===== src/bcs_pkg.sv =====
// Purpose: Shared constants and types for the branch, call and skip unit.
// Assumes: 22-bit word program counter, 8-bit working registers.
// Notes:   Cycle figures are whole core clocks at 40 MHz.
package bcs_pkg;
  // Widths.
  localparam int PC_W  = 22;
  localparam int OFF_W = 7;
  localparam int CNT_W = 3;

  // Status flag bit positions.
  localparam int FLG_C = 0;
  localparam int FLG_Z = 1;
  localparam int FLG_N = 2;
  localparam int FLG_V = 3;
  localparam int FLG_S = 4;
  localparam int FLG_H = 5;
  localparam int FLG_T = 6;
  localparam int FLG_I = 7;

  // Reset values.
  localparam logic [PC_W-1:0] PC_RST   = 22'h000000;
  localparam logic [7:0]      STATUS_FLAGS_REGISTER_RST = 8'h00;

  // Program counter reach: one selects the three-byte return address timing.
  localparam bit PC_WIDE = 1'b1;

  // Cycle counts.
  localparam logic [CNT_W-1:0] CYC_ONE           = 3'h1;
  localparam logic [CNT_W-1:0] CYC_TAKEN         = 3'h2;
  localparam logic [CNT_W-1:0] CYC_PTR_CALL_NARR = 3'h2;
  localparam logic [CNT_W-1:0] CYC_PTR_CALL_WIDE = 3'h3;
  localparam logic [CNT_W-1:0] CYC_EXT_CALL      = 3'h3;
  localparam logic [CNT_W-1:0] CYC_RET_NARR      = 3'h4;
  localparam logic [CNT_W-1:0] CYC_RET_WIDE      = 3'h5;
  localparam logic [CNT_W-1:0] CYC_IO_EXTRA      = 3'h1;

  // Program counter steps.
  localparam logic [PC_W-1:0] STEP_NEXT     = 22'h000001;
  localparam logic [PC_W-1:0] STEP_SKIP_ONE = 22'h000002;
  localparam logic [PC_W-1:0] STEP_SKIP_TWO = 22'h000003;

  // Instructions handled by the unit.
  typedef enum logic [5:0] {
    OP_PTR_CALL, OP_EXT_PTR_CALL, OP_SUB_EXIT, OP_IRQ_EXIT,
    OP_CMP_SKIP, OP_CMP_REGS, OP_CMP_CARRY, OP_CMP_IMM,
    OP_SKIP_RBIT0, OP_SKIP_RBIT1, OP_SKIP_IO0, OP_SKIP_IO1,
    OP_BR_SBIT1, OP_BR_SBIT0, OP_BR_ZERO1, OP_BR_ZERO0,
    OP_BR_CARRY1, OP_BR_CARRY0, OP_BR_UGE, OP_BR_ULT,
    OP_BR_NEG, OP_BR_NONNEG, OP_BR_SGE, OP_BR_SLT,
    OP_BR_HALF1, OP_BR_HALF0, OP_BR_USER1, OP_BR_USER0,
    OP_BR_OVF1, OP_BR_OVF0, OP_BR_IRQ1, OP_BR_IRQ0,
    OP_COPY, OP_COPY_PAIR
  } bcs_op_e;

  typedef enum logic [0:0] {PH_IDLE, PH_RUN} bcs_phase_e;
endpackage


===== src/bcs_cmp_if.sv =====
// Purpose: Carries compare operands and resulting flags between modules.
// Assumes: Purely combinational path.
// Notes:   The user side drives operands, the calc side returns flags.
`timescale 1ns/100ps
interface bcs_cmp_if;
  logic [7:0] opA;
  logic [7:0] opB;
  logic       withCarry;
  logic [7:0] oldFlags;
  logic [7:0] newFlags;

  modport user (output opA, output opB, output withCarry, output oldFlags, input newFlags);
  modport calc (input opA, input opB, input withCarry, input oldFlags, output newFlags);
endinterface


===== src/bcs_cmp_flags.sv =====
// Purpose: Flag generation for the subtract-and-discard compare forms.
// Assumes: Operands are stable for the cycle in which flags are used.
// Notes:   No result is produced, only the new status byte.
`timescale 1ns/100ps
module bcs_cmp_flags (
  // Compare operands and flags.
  bcs_cmp_if.calc cmp
);
  import bcs_pkg::*;

  logic [7:0] diff;
  logic       cin;

  // Subtract with optional borrow and derive every arithmetic flag.
  always_comb begin
    cin  = cmp.withCarry & cmp.oldFlags[FLG_C];
    diff = cmp.opA - cmp.opB - {7'h00, cin};
    cmp.newFlags = cmp.oldFlags;
    cmp.newFlags[FLG_C] = (~cmp.opA[7] & cmp.opB[7]) | (cmp.opB[7] & diff[7]) | (diff[7] & ~cmp.opA[7]);
    cmp.newFlags[FLG_H] = (~cmp.opA[3] & cmp.opB[3]) | (cmp.opB[3] & diff[3]) | (diff[3] & ~cmp.opA[3]);
    cmp.newFlags[FLG_V] = (cmp.opA[7] & ~cmp.opB[7] & ~diff[7]) | (~cmp.opA[7] & cmp.opB[7] & diff[7]);
    cmp.newFlags[FLG_N] = diff[7];
    cmp.newFlags[FLG_S] = diff[7] ^ cmp.newFlags[FLG_V];
    // With carry the zero flag can only stay set, so chained compares work.
    cmp.newFlags[FLG_Z] = (diff == 8'h00) & (~cmp.withCarry | cmp.oldFlags[FLG_Z]);
  end
endmodule // bcs_cmp_flags


===== src/bcs_unit.sv =====
// Purpose: Executes control-flow, compare and copy instructions of the core.
// Assumes: Operand values, pointer and stack top are presented with opValid.
// Notes:   A request is taken on an edge where ce is high and busy is low.
// Functional notes
// - Pointer call pushes return, loads pointer into low PC, clears page bits.
// - Extended pointer call takes page bits from the call page register, three cycles.
// - Compare-skip skips next instruction when both registers equal, no flag change.
// - Register bit zero skip tests selected bit, skips when zero, one to three cycles.
// - Register bit one skip skips next instruction when selected bit is one.
// - I/O bit zero skip skips when the I/O bit is zero, two to four cycles.
// - I/O bit one skip skips when the I/O bit is one, two to four cycles.
// - Status bit one branch adds offset plus one when chosen flag is one.
// - Status bit zero branch adds offset plus one when chosen flag is zero.
// - Carry branches: clear and unsigned ge on carry zero, set and lower on one.
// - Signed ge branch taken when negative xor overflow is zero.
// - Signed less-than branch taken when negative xor overflow is one.
// - Half-carry branches test the half-carry flag for set or clear.
// - User bit branches test the transfer flag for set or clear.
// - Overflow branches test the overflow flag for set or clear.
// - Interrupt branches test the global interrupt enable flag.
`timescale 1ns/100ps
module bcs_unit (
  // Clock, reset and enable.
  input  wire logic                      clk,
  input  wire logic                      rstn,
  input  wire logic                      ce,
  // Instruction request.
  input  wire logic                      opValid,
  input  wire bcs_pkg::bcs_op_e          opCode,
  input  wire logic [7:0]                srcA,
  input  wire logic [7:0]                srcB,
  input  wire logic [15:0]               srcPair,
  input  wire logic [7:0]                immK,
  input  wire logic [2:0]                bitIdx,
  input  wire logic [7:0]                ioData,
  input  wire logic [2:0]                statusSel,
  input  wire logic [bcs_pkg::OFF_W-1:0] offset,
  input  wire logic                      nextIsLong,
  // Pointer, page and stack.
  input  wire logic [15:0]               ptrZ,
  input  wire logic [5:0]                callPage,
  input  wire logic [bcs_pkg::PC_W-1:0]  stackTop,
  // Loads from the rest of the core.
  input  wire logic                      pcLoad,
  input  wire logic [bcs_pkg::PC_W-1:0]  pcIn,
  input  wire logic                      flagLoad,
  input  wire logic [7:0]                flagIn,
  // Status.
  output logic                           busy,
  output logic                           done,
  output logic [bcs_pkg::PC_W-1:0]       pc,
  output logic [7:0]                     statusFlags,
  // Stack and register file strobes.
  output logic                           pushReq,
  output logic [bcs_pkg::PC_W-1:0]       pushAddr,
  output logic                           popReq,
  output logic                           wrEn,
  output logic                           wrPairEn,
  output logic [15:0]                    wrData
);
  import bcs_pkg::*;

  typedef struct packed {
    bcs_phase_e       phase;
    logic [CNT_W-1:0] cnt;
    logic [PC_W-1:0]  pc;
    logic [7:0]       status_flags_register;
    logic [PC_W-1:0]  pendPc;
    logic [7:0]       pendSreg;
    logic             busy;
    logic             done;
    logic             push;
    logic [PC_W-1:0]  pushAddr;
    logic             pop;
    logic             wrEn;
    logic             wrPairEn;
    logic [15:0]      wrData;
  } bcs_state_s;

  bcs_state_s st;
  bcs_state_s next_st;

  bcs_cmp_if cmpBus ();

  logic            accept;
  logic [PC_W-1:0] brTarget;

  // Compare flag generator.
  bcs_cmp_flags uCmp (
    .cmp (cmpBus.calc)
  );

  // Compare operands; the immediate form uses the constant in place of Rr.
  assign cmpBus.opA       = srcA;
  assign cmpBus.opB       = (opCode == OP_CMP_IMM) ? immK : srcB;
  assign cmpBus.withCarry = (opCode == OP_CMP_CARRY);
  assign cmpBus.oldFlags  = st.status_flags_register;

  assign accept   = ce & opValid & (st.phase == PH_IDLE);
  assign brTarget = st.pc + {{(PC_W-OFF_W){offset[OFF_W-1]}}, offset} + STEP_NEXT;

  // Decode, sequencing and retirement, all in one next-state process.
  always_comb begin
    logic [CNT_W-1:0] cyc;
    logic [PC_W-1:0]  tgt;
    logic [7:0]       flg;
    logic             take;
    logic             skip;
    logic             isBranch;
    cyc      = CYC_ONE;
    tgt      = st.pc + STEP_NEXT;
    flg      = st.status_flags_register;
    take     = 1'b0;
    skip     = 1'b0;
    isBranch = 1'b0;
    next_st          = st;
    next_st.done     = 1'b0;
    next_st.push     = 1'b0;
    next_st.pop      = 1'b0;
    next_st.wrEn     = 1'b0;
    next_st.wrPairEn = 1'b0;

    // Other instructions of the core may overwrite PC and flags while idle.
    if (st.phase == PH_IDLE) begin
      if (pcLoad) begin
        next_st.pc = pcIn;
      end
      if (flagLoad) begin
        next_st.status_flags_register = flagIn;
      end
    end

    case (opCode)
      OP_PTR_CALL: begin
        tgt = {6'h00, ptrZ};
        cyc = PC_WIDE ? CYC_PTR_CALL_WIDE : CYC_PTR_CALL_NARR;
      end
      OP_EXT_PTR_CALL: begin
        tgt = {callPage, ptrZ};
        cyc = CYC_EXT_CALL;
      end
      OP_SUB_EXIT, OP_IRQ_EXIT: begin
        tgt = stackTop;
        cyc = PC_WIDE ? CYC_RET_WIDE : CYC_RET_NARR;
        if (opCode == OP_IRQ_EXIT) begin
          flg[FLG_I] = 1'b1;
        end
      end
      OP_CMP_SKIP:   skip = (srcA == srcB);
      OP_SKIP_RBIT0: skip = ~srcB[bitIdx];
      OP_SKIP_RBIT1: skip = srcB[bitIdx];
      OP_SKIP_IO0: begin
        skip = ~ioData[bitIdx];
        cyc  = CYC_ONE + CYC_IO_EXTRA;
      end
      OP_SKIP_IO1: begin
        skip = ioData[bitIdx];
        cyc  = CYC_ONE + CYC_IO_EXTRA;
      end
      OP_CMP_REGS, OP_CMP_CARRY, OP_CMP_IMM: flg = cmpBus.newFlags;
      OP_COPY, OP_COPY_PAIR: ;
      default: isBranch = 1'b1;
    endcase

    // Branch condition per flag and polarity.
    case (opCode)
      OP_BR_SBIT1:  take = st.status_flags_register[statusSel];
      OP_BR_SBIT0:  take = ~st.status_flags_register[statusSel];
      OP_BR_ZERO1:  take = st.status_flags_register[FLG_Z];
      OP_BR_ZERO0:  take = ~st.status_flags_register[FLG_Z];
      OP_BR_NEG:    take = st.status_flags_register[FLG_N];
      OP_BR_NONNEG: take = ~st.status_flags_register[FLG_N];
      OP_BR_CARRY1, OP_BR_ULT: take = st.status_flags_register[FLG_C];
      OP_BR_CARRY0, OP_BR_UGE: take = ~st.status_flags_register[FLG_C];
      OP_BR_SGE:    take = ~(st.status_flags_register[FLG_N] ^ st.status_flags_register[FLG_V]);
      OP_BR_SLT:    take = st.status_flags_register[FLG_N] ^ st.status_flags_register[FLG_V];
      OP_BR_HALF1:  take = st.status_flags_register[FLG_H];
      OP_BR_HALF0:  take = ~st.status_flags_register[FLG_H];
      OP_BR_USER1:  take = st.status_flags_register[FLG_T];
      OP_BR_USER0:  take = ~st.status_flags_register[FLG_T];
      OP_BR_OVF1:   take = st.status_flags_register[FLG_V];
      OP_BR_OVF0:   take = ~st.status_flags_register[FLG_V];
      OP_BR_IRQ1:   take = st.status_flags_register[FLG_I];
      OP_BR_IRQ0:   take = ~st.status_flags_register[FLG_I];
      default:      take = 1'b0;
    endcase

    // A taken branch costs one extra cycle and jumps by offset plus one.
    if (isBranch && take) begin
      tgt = brTarget;
      cyc = cyc + CYC_ONE;
    end

    // A skip steps past a one- or two-word instruction, one cycle per word.
    if (skip) begin
      tgt = st.pc + (nextIsLong ? STEP_SKIP_TWO : STEP_SKIP_ONE);
      cyc = cyc + (nextIsLong ? CYC_TAKEN : CYC_ONE);
    end

    case (st.phase)
      PH_IDLE: begin
        if (accept) begin
          next_st.pendPc   = tgt;
          next_st.pendSreg = flg;
          // Calls push the address of the following word before jumping.
          if (opCode == OP_PTR_CALL || opCode == OP_EXT_PTR_CALL) begin
            next_st.push     = 1'b1;
            next_st.pushAddr = st.pc + STEP_NEXT;
          end
          if (opCode == OP_SUB_EXIT || opCode == OP_IRQ_EXIT) begin
            next_st.pop = 1'b1;
          end
          // Copies write back at once; the destination index lives outside.
          if (opCode == OP_COPY) begin
            next_st.wrEn   = 1'b1;
            next_st.wrData = {8'h00, srcB};
          end
          if (opCode == OP_COPY_PAIR) begin
            next_st.wrPairEn = 1'b1;
            next_st.wrData   = srcPair;
          end
          if (cyc == CYC_ONE) begin
            next_st.pc   = tgt;
            next_st.status_flags_register = flg;
            next_st.done = 1'b1;
          end else begin
            next_st.phase = PH_RUN;
            next_st.busy  = 1'b1;
            next_st.cnt   = cyc - CYC_ONE;
          end
        end
      end
      PH_RUN: begin
        if (st.cnt == CYC_ONE) begin
          next_st.pc    = st.pendPc;
          next_st.status_flags_register  = st.pendSreg;
          next_st.done  = 1'b1;
          next_st.busy  = 1'b0;
          next_st.phase = PH_IDLE;
        end else begin
          next_st.cnt = st.cnt - CYC_ONE;
        end
      end
      default: next_st.phase = PH_IDLE;
    endcase
  end

  // State register; ce low freezes everything.
  always_ff @(posedge clk or negedge rstn) begin
    if (!rstn) begin
      st          <= '0;
      st.phase    <= PH_IDLE;
      st.pc       <= PC_RST;
      st.status_flags_register     <= STATUS_FLAGS_REGISTER_RST;
      st.pendSreg <= STATUS_FLAGS_REGISTER_RST;
    end else if (ce) begin
      st <= next_st;
    end
  end

  // Outputs come straight from the state register.
  assign busy        = st.busy;
  assign done        = st.done;
  assign pc          = st.pc;
  assign statusFlags = st.status_flags_register;
  assign pushReq     = st.push;
  assign pushAddr    = st.pushAddr;
  assign popReq      = st.pop;
  assign wrEn        = st.wrEn;
  assign wrPairEn    = st.wrPairEn;
  assign wrData      = st.wrData;
endmodule // bcs_unit


===== config.mk =====
export PLATFORM = sky130hd
export DESIGN_NAME = bcs_unit
export DESIGN_NICKNAME = d
export VERILOG_FILES = /design/src/bcs_pkg.sv /design/src/bcs_cmp_if.sv /design/src/bcs_cmp_flags.sv /design/src/bcs_unit.sv
export SDC_FILE = /design/constraint.sdc
export NUM_CORES = 1
export LEC_CHECK = 0
export ABC_AREA = 1
export BUFFER_PORTS_ARGS = -buffer_cell sky130_fd_sc_hd__buf_2
export CORE_UTILIZATION = 57
export DETAILED_ROUTE_END_ITERATION = 8
export PLACE_DENSITY_LB_ADDON = 0.12
export SYNTH_ARGS = -nofsm -noshare
export SYNTH_HDL_FRONTEND = slang
export SYNTH_HIERARCHICAL = 1
export SYNTH_SLANG_ARGS = --single-unit

===== constraint.sdc =====
create_clock -name clk -period 4.11 [get_ports clk]
set_clock_uncertainty 0.05 [all_clocks]
set_input_delay 0.822 -clock clk [delete_from_list [all_inputs] [get_ports clk]]
set_output_delay 0.822 -clock clk [all_outputs]
set_load 0.01 [all_outputs]

# Word-level counts from Yosys, hierarchy flattened
# Index checks and enable logic that the tools add are counted.
# Widths: inputs -> output; s select.
[classes]
n_reduce_logical = 18
mux = 41
n_addsub = 10
n_eq_ne = 40
bitwise_logic = 38
magnitude_cmp = 2
[ops]
columns = ["operator", "count"]
rows = [
  ["$mux 108", 1],
  ["$eq 6x5->1 const B", 16],
  ["$mux 30", 3],
  ["$pmux 34 s2", 1],
  ["$mux 22", 3],
  ["$pmux 22 s3", 1],
  ["$eq 6x4->1 const B", 8],
  ["$add 22x1->22 const B", 2],
  ["$mux 42", 1],
  ["$eq 6x3->1 const B", 4],
  ["$mux 23", 1],
  ["$add 22x2->22", 1],
  ["$add 22x22->22", 1],
  ["$pmux 1 s18", 1],
  ["$mux 17", 1],
  ["$not 1->1", 17],
  ["$mux 16", 1],
  ["$mux 8", 2],
  ["$reduce_and 4->1", 4],
  ["$reduce_or 14->1", 1],
  ["$and 1x1->1", 13],
  ["$eq 6x2->1 const B", 2],
  ["$eq 6x6->1 const B", 2],
  ["$mux 1", 12],
  ["29 further kinds", 50],
]
[totals]
word_cells = 163
reg_bits = 108
inputBits = 148
output_inout_bits = 74

# Longest topological paths before layout
[depth]
word_depth = 12
ltp_mapped = 24
depth_no_buf = 23

# By module
# The synthesis kept the hierarchy.
[by_module_without_submodules]
columns = ["module", "area_each_um2", "cells_each", "n_inst", "seq_area_each_um2"]
rows = [
  ["bcs_unit", 10010.9, 1586, 1, 2702.6],
  ["bcs_cmp_flags", 704.4, 123, 1, 0.0],
]

# Worst setup path after synthesis
# Ideal clock, no wire load.
[synth_timing]
path_kind = "input-to-reg"
start = "input port opCode[5]"
end = "register st, in the netlist statusFlags[1]"
arrival_time_ns = 3.760
slack_ns = 0.223
required_time_ns = 3.983
path_buffers = 2
setup_time_ns = 0.077
stages = 19
cell_sequence = "nor2_2 clkbuf_1 nand3_1 clkbuf_1 a21oi_1 inv_1 fa_1 inv_1 ha_1 or2_2 nand2_1 nand3_1 nand2_1 nand3_1 nor3_2 o21ai_0 nand3_1 nand3_1 a21oi_1"
[synth_via]
elab_cells_between_ends = 63
classes_between = "add/sub (4); eq/ne (34); mux (11); bitwise (4); reduce/logical (10)"
[synth_rtl]
columns = ["item", "line", "text"]
rows = [
  ["from (decl)", "bcs_unit.sv:29", "input wire bcs_pkg::bcs_op_e opCode,"],
  ["$eq 6x3->1", "bcs_unit.sv:95", "assign cmpBus.opB = (opCode == OP_CMP_IMM) ? immK : srcB;"],
  ["$mux 8", "bcs_unit.sv:95", ""],
  ["net cmpBus.opB[0]", "bcs_cmp_if.sv:7", "logic [7:0] opB;"],
  ["$sub 8x8->8", "bcs_cmp_flags.sv:17", "diff = cmp.opA - cmp.opB - {7'h00, cin};"],
  ["$sub 8x1->8", "bcs_cmp_flags.sv:17", ""],
  ["$logic_not 8->1", "bcs_cmp_flags.sv:25", "cmp.newFlags[FLG_Z] = (diff == 8'h00) & (~cmp.withCarry | cmp.oldFlags[FLG_Z]);"],
  ["$and 1x1->1", "bcs_cmp_flags.sv:25", ""],
  ["net cmpBus.newFlags[1]", "bcs_cmp_if.sv:10", "logic [7:0] newFlags;"],
  ["$mux 6", "bcs_unit.sv:133", "case (opCode)"],
  ["$mux 30", "bcs_unit.sv:222", "if (cyc == CYC_ONE) begin"],
  ["$mux 108", "bcs_unit.sv:202", "if (accept) begin"],
  ["$pmux 34 s2", "bcs_unit.sv:200", "case (st.phase)"],
  ["to (signal assigned)", "bcs_unit.sv:257", "st <= next_st;"],
  ["to (decl)", "bcs_unit.sv:80", "bcs_state_s st;"],
]
# The timed path passes the listed nets, and every way through them passes these cells. The select of a mux whose other input is x is not followed.
# A chain may end at the register's enable or synchronous reset.

# Worst setup path in the final report
[layout_timing]
start = "input port opCode[5]"
end = "register st, in the netlist statusFlags[3]"
[layout_via]
elab_chain_cells = 11
elab_cells_between_ends = 66
classes_between = "add/sub (4); eq/ne (34); mux (11); bitwise (8); reduce/logical (9)"
[layout_rtl]
columns = ["item", "line"]
rows = [
  ["$eq 6x3->1 (tied with other cells)", "bcs_unit.sv:95, bcs_unit.sv:133"],
  ["$mux 8 (tied with other cells)", "bcs_unit.sv:95"],
  ["$sub 8x8->8 (tied with other cells)", "bcs_cmp_flags.sv:17"],
  ["$sub 8x1->8 (tied with other cells)", "bcs_cmp_flags.sv:17"],
  ["$not 1->1 / $mux 3 (equally long branches)", "bcs_cmp_flags.sv:21, bcs_unit.sv:189"],
  ["$and 1x1->1 / $add 3x2->3 (equally long branches)", "bcs_cmp_flags.sv:21, bcs_unit.sv:197"],
  ["$or 1x1->1 / $mux 3 (equally long branches)", "bcs_cmp_flags.sv:21, bcs_unit.sv:195"],
  ["$mux 6 / $eq 3x1->1 (equally long branches)", "bcs_unit.sv:133, bcs_unit.sv:222"],
  ["$mux 30 *", "bcs_unit.sv:222"],
  ["$mux 108 *", "bcs_unit.sv:202"],
  ["$pmux 34 s2 *", "bcs_unit.sv:200"],
]
# Every way passes the cells marked *; elsewhere a longest branch is shown, timed or not. The select of a mux whose other input is x is not followed.

==> impl_metrics.toml <==
[status]
status = "finished with violations"
violations = "DRC"

[final_layout]
final_cell_area_um2 = 11900
drive_gt1_frac = 0.172
area_growth_pct = 11.2
nets = 2039

[die]
die_area_um2 = 19400
floorplan.initialDensity = 0.588
core_region_area_um2 = 18200
rows = 49
die_w_um = 139
die_h_um = 139
io_pins = 222

[setup_path]
critical_path.startpoint_type = "input port"
crit_type = "in2reg"
endpoint_kind = "flop"
timing.rr.start = "statusFlags[3]"
crit_fanout = 8
arrival_ns = 3.87
crit_required_ns = 4.30
rrSetupSlack_ns = 0.57
r2r-end = "statusFlags[3]"
r2r_cells = 21

[sta]
fin_setup_tns_ns = 0
hold_viol_final = 0
finalSetupViolations = 0
period_share = 0.895
fmax_ghz = 0.272
grt_setup_unrepaired = "false"
relSlewSlack = 0.417
maxSlewViolCount = 0
tightest_slew_ns = 0.874
min_period_ns = 3.68
holdWs_ns = 0.430

[logic_synthesis]
yosysSeqAreaShare = 0.252
synth_top_area_share = 0.252
yosys.area.top_type = "dfrtp_1"
ys.flop_type = "dfrtp_1"
synthCells = 1709
syn_avg_cell_area_um2 = 6.27
ys_seq_elements = 108
ys_warn_count = 6
synth.distinct_cells = 47
yosysMostFrequentCell = "nand2_1"
synthTopCellsByCount = "nand2_1 (533), inv_1 (203), nand3_1 (152)"
async_reset_ff_frac = 1.00
synth_fp_nets = 1905
synth_edf_count = 0
netlist_area_um2 = 10700
synthTopCellsByArea = "dfrtp_1 (25%), nand2_1 (19%), inv_1 (7.1%), nand3_1 (7.1%), ha_1 (5.1%)"

[global_route]
grt.overflow.total = 0
antenna_found_initial = 3
grt_usage = 0.390
grt_max_degree = 57
first_global_vias = 11248
grt_pass1_wl_um = 59000

[place]
gp_congestion = 1.01
dpl.hpwl_um = 28700
placed_area_um2 = 11600
port_buffers = 221

[pwr]
switching_share = 0.545
combPwrFrac = 0.640
powerDensity_nw_per_um2 = 699
vdd_ir_drop_max_v = 0.000372
switchingPower_w = 0.00454
p_clk_frac = 0.118
pwr-share-seq = 0.242
p_int_w = 0.00379
total_power_w = 0.00833
p_leak_nw = 6.63

[drt]
dr.pass1.iters = 9
met1_length_um = 14800
maxUsedRoutingLayer = "met4"
antenna_left = 0
wl_um = 37500
dr_wl_met3_um = 2980
via_count = 12033
drtIter0Drc = 1139
routed_via_density = 5.79
drc = 15
routedWlPerCell_um = 18.0
met2WireLength_um = 17800

[clock_tree]
h-tree-depth = 3
root_buffer = "clkbuf_16"
post_cts_resized = 0
post_cts_buffers = 0
clk_pin_slew_worst_paths_ns = 0.08
clock-sinks = 108
clock_path_buffers = 2
cts_hold_buf = 0
cts_tree = "done"
clkLatencyLatePin_ns = 0.36
cts_buffers = 9

[hold_path]
whs_endpoint = "pushAddr[4]"
min_path_cells = 2
hp-class = "reg2reg"
worstHoldStart = "pushAddr[4]"

[job]
max-cap-violations = 0
==> flip-flops by register name, summed over array words and instances (netlist names) <==
name	cells
busy	1
done	1
pc	22
popReq	1
pushAddr	22
pushReq	1
st	34
statusFlags	8
wrData	16
wrEn	1
wrPairEn	1
==> final cells by class <==
class	count	area [µm²]
multi-input combinational	1257	6430
fill	1745	6290
sequential	108	2700
timing repair buffer	252	1380
inverter	215	807
tap	229	287
clock buffer	9	225
clock inverter	5	85.1
antenna	3	7.51
==> critical path, cell delays in order <==
cell     delay, ns
buf_2         0.11
nor2_2        0.16
inv_2         0.11
nor3_1        0.25
inv_1         0.07
nand2_1       0.10
inv_1         0.05
ha_1          0.27
nand2_1       0.06
nand2_1       0.09
inv_1         0.07
fa_1          0.50
nand2_1       0.05
o21ai_0       0.13
ha_1          0.29
inv_1         0.08
nor2_2        0.33
nand3_1       0.12
nand3_1       0.14
a21oi_1       0.08
==> power groups by stage <==
stage                     combinational, W  sequential (W)  clock (W)
final                              0.00533         0.00202   0.000979
after global routing               0.00591         0.00205    0.00102
after CTS                          0.00523         0.00200   0.000987
after detailed placement           0.00520         0.00202          0
after global placement             0.00513         0.00201          0
after floorplan                    0.00395         0.00178          0
==> routing by layer <==
metal	GRT usage	vias to the layer above
li1	-	5734
met1	0.473	5538
met2	0.663	636
met3	0.0666	125
met4	0.206	0
met5	0	-
==> kinds of logic after synthesis <==
kind of cell / Yosys count / share of synthesized area
flip-flops: 108 / 0.252
AND/OR/NAND/NOR: 891 / 0.346
adder cells (fa/ha/maj): 48 / 0.0589
multiplexers: 11 / 0.0116
XOR/XNOR: 42 / 0.0343
AO/OA/AOI/OAI: 265 / 0.149
buffers and inverters: 344 / 0.149
==> through the flow <==
step | cells | setup WS (ns) | util
final | 2078 | 0.431 | 0.655
after detailed placement | 2061 | 0.125 | 0.637
after CTS | 2075 | 0.485 | 0.654
after global routing | 2078 | 0.119 | 0.655
after floorplan | 1709 | 0.223 | -
after global placement | 2061 | 0.190 | 0.637
==> placed cells by master (no fill, tap or decap), types with 29 or more instances in the layout <==
master / count
buf_4: 29
buf_2: 220
nor2_1: 141
a21oi_1: 83
nand2_1: 533
xor2_1: 34
o21ai_0: 109
a221oi_1: 31
inv_1: 203
ha_1: 44
nand3_1: 152
dfrtp_1: 108
==> worst max-delay path by stage <==
stage	endpoint	slack, ns	from	depth (start not counted)
floorplan	statusFlags[1]	0.22	opCode[5]	19
detailed placement	statusFlags[4]	0.12	opCode[5]	20
global placement	statusFlags[1]	0.19	opCode[1]	20
finish	statusFlags[3]	0.43	opCode[5]	20
global route	statusFlags[3]	0.12	opCode[2]	21
CTS	statusFlags[4]	0.48	opCode[5]	20
No activity file was read; power rests on OpenSTA's default activity.
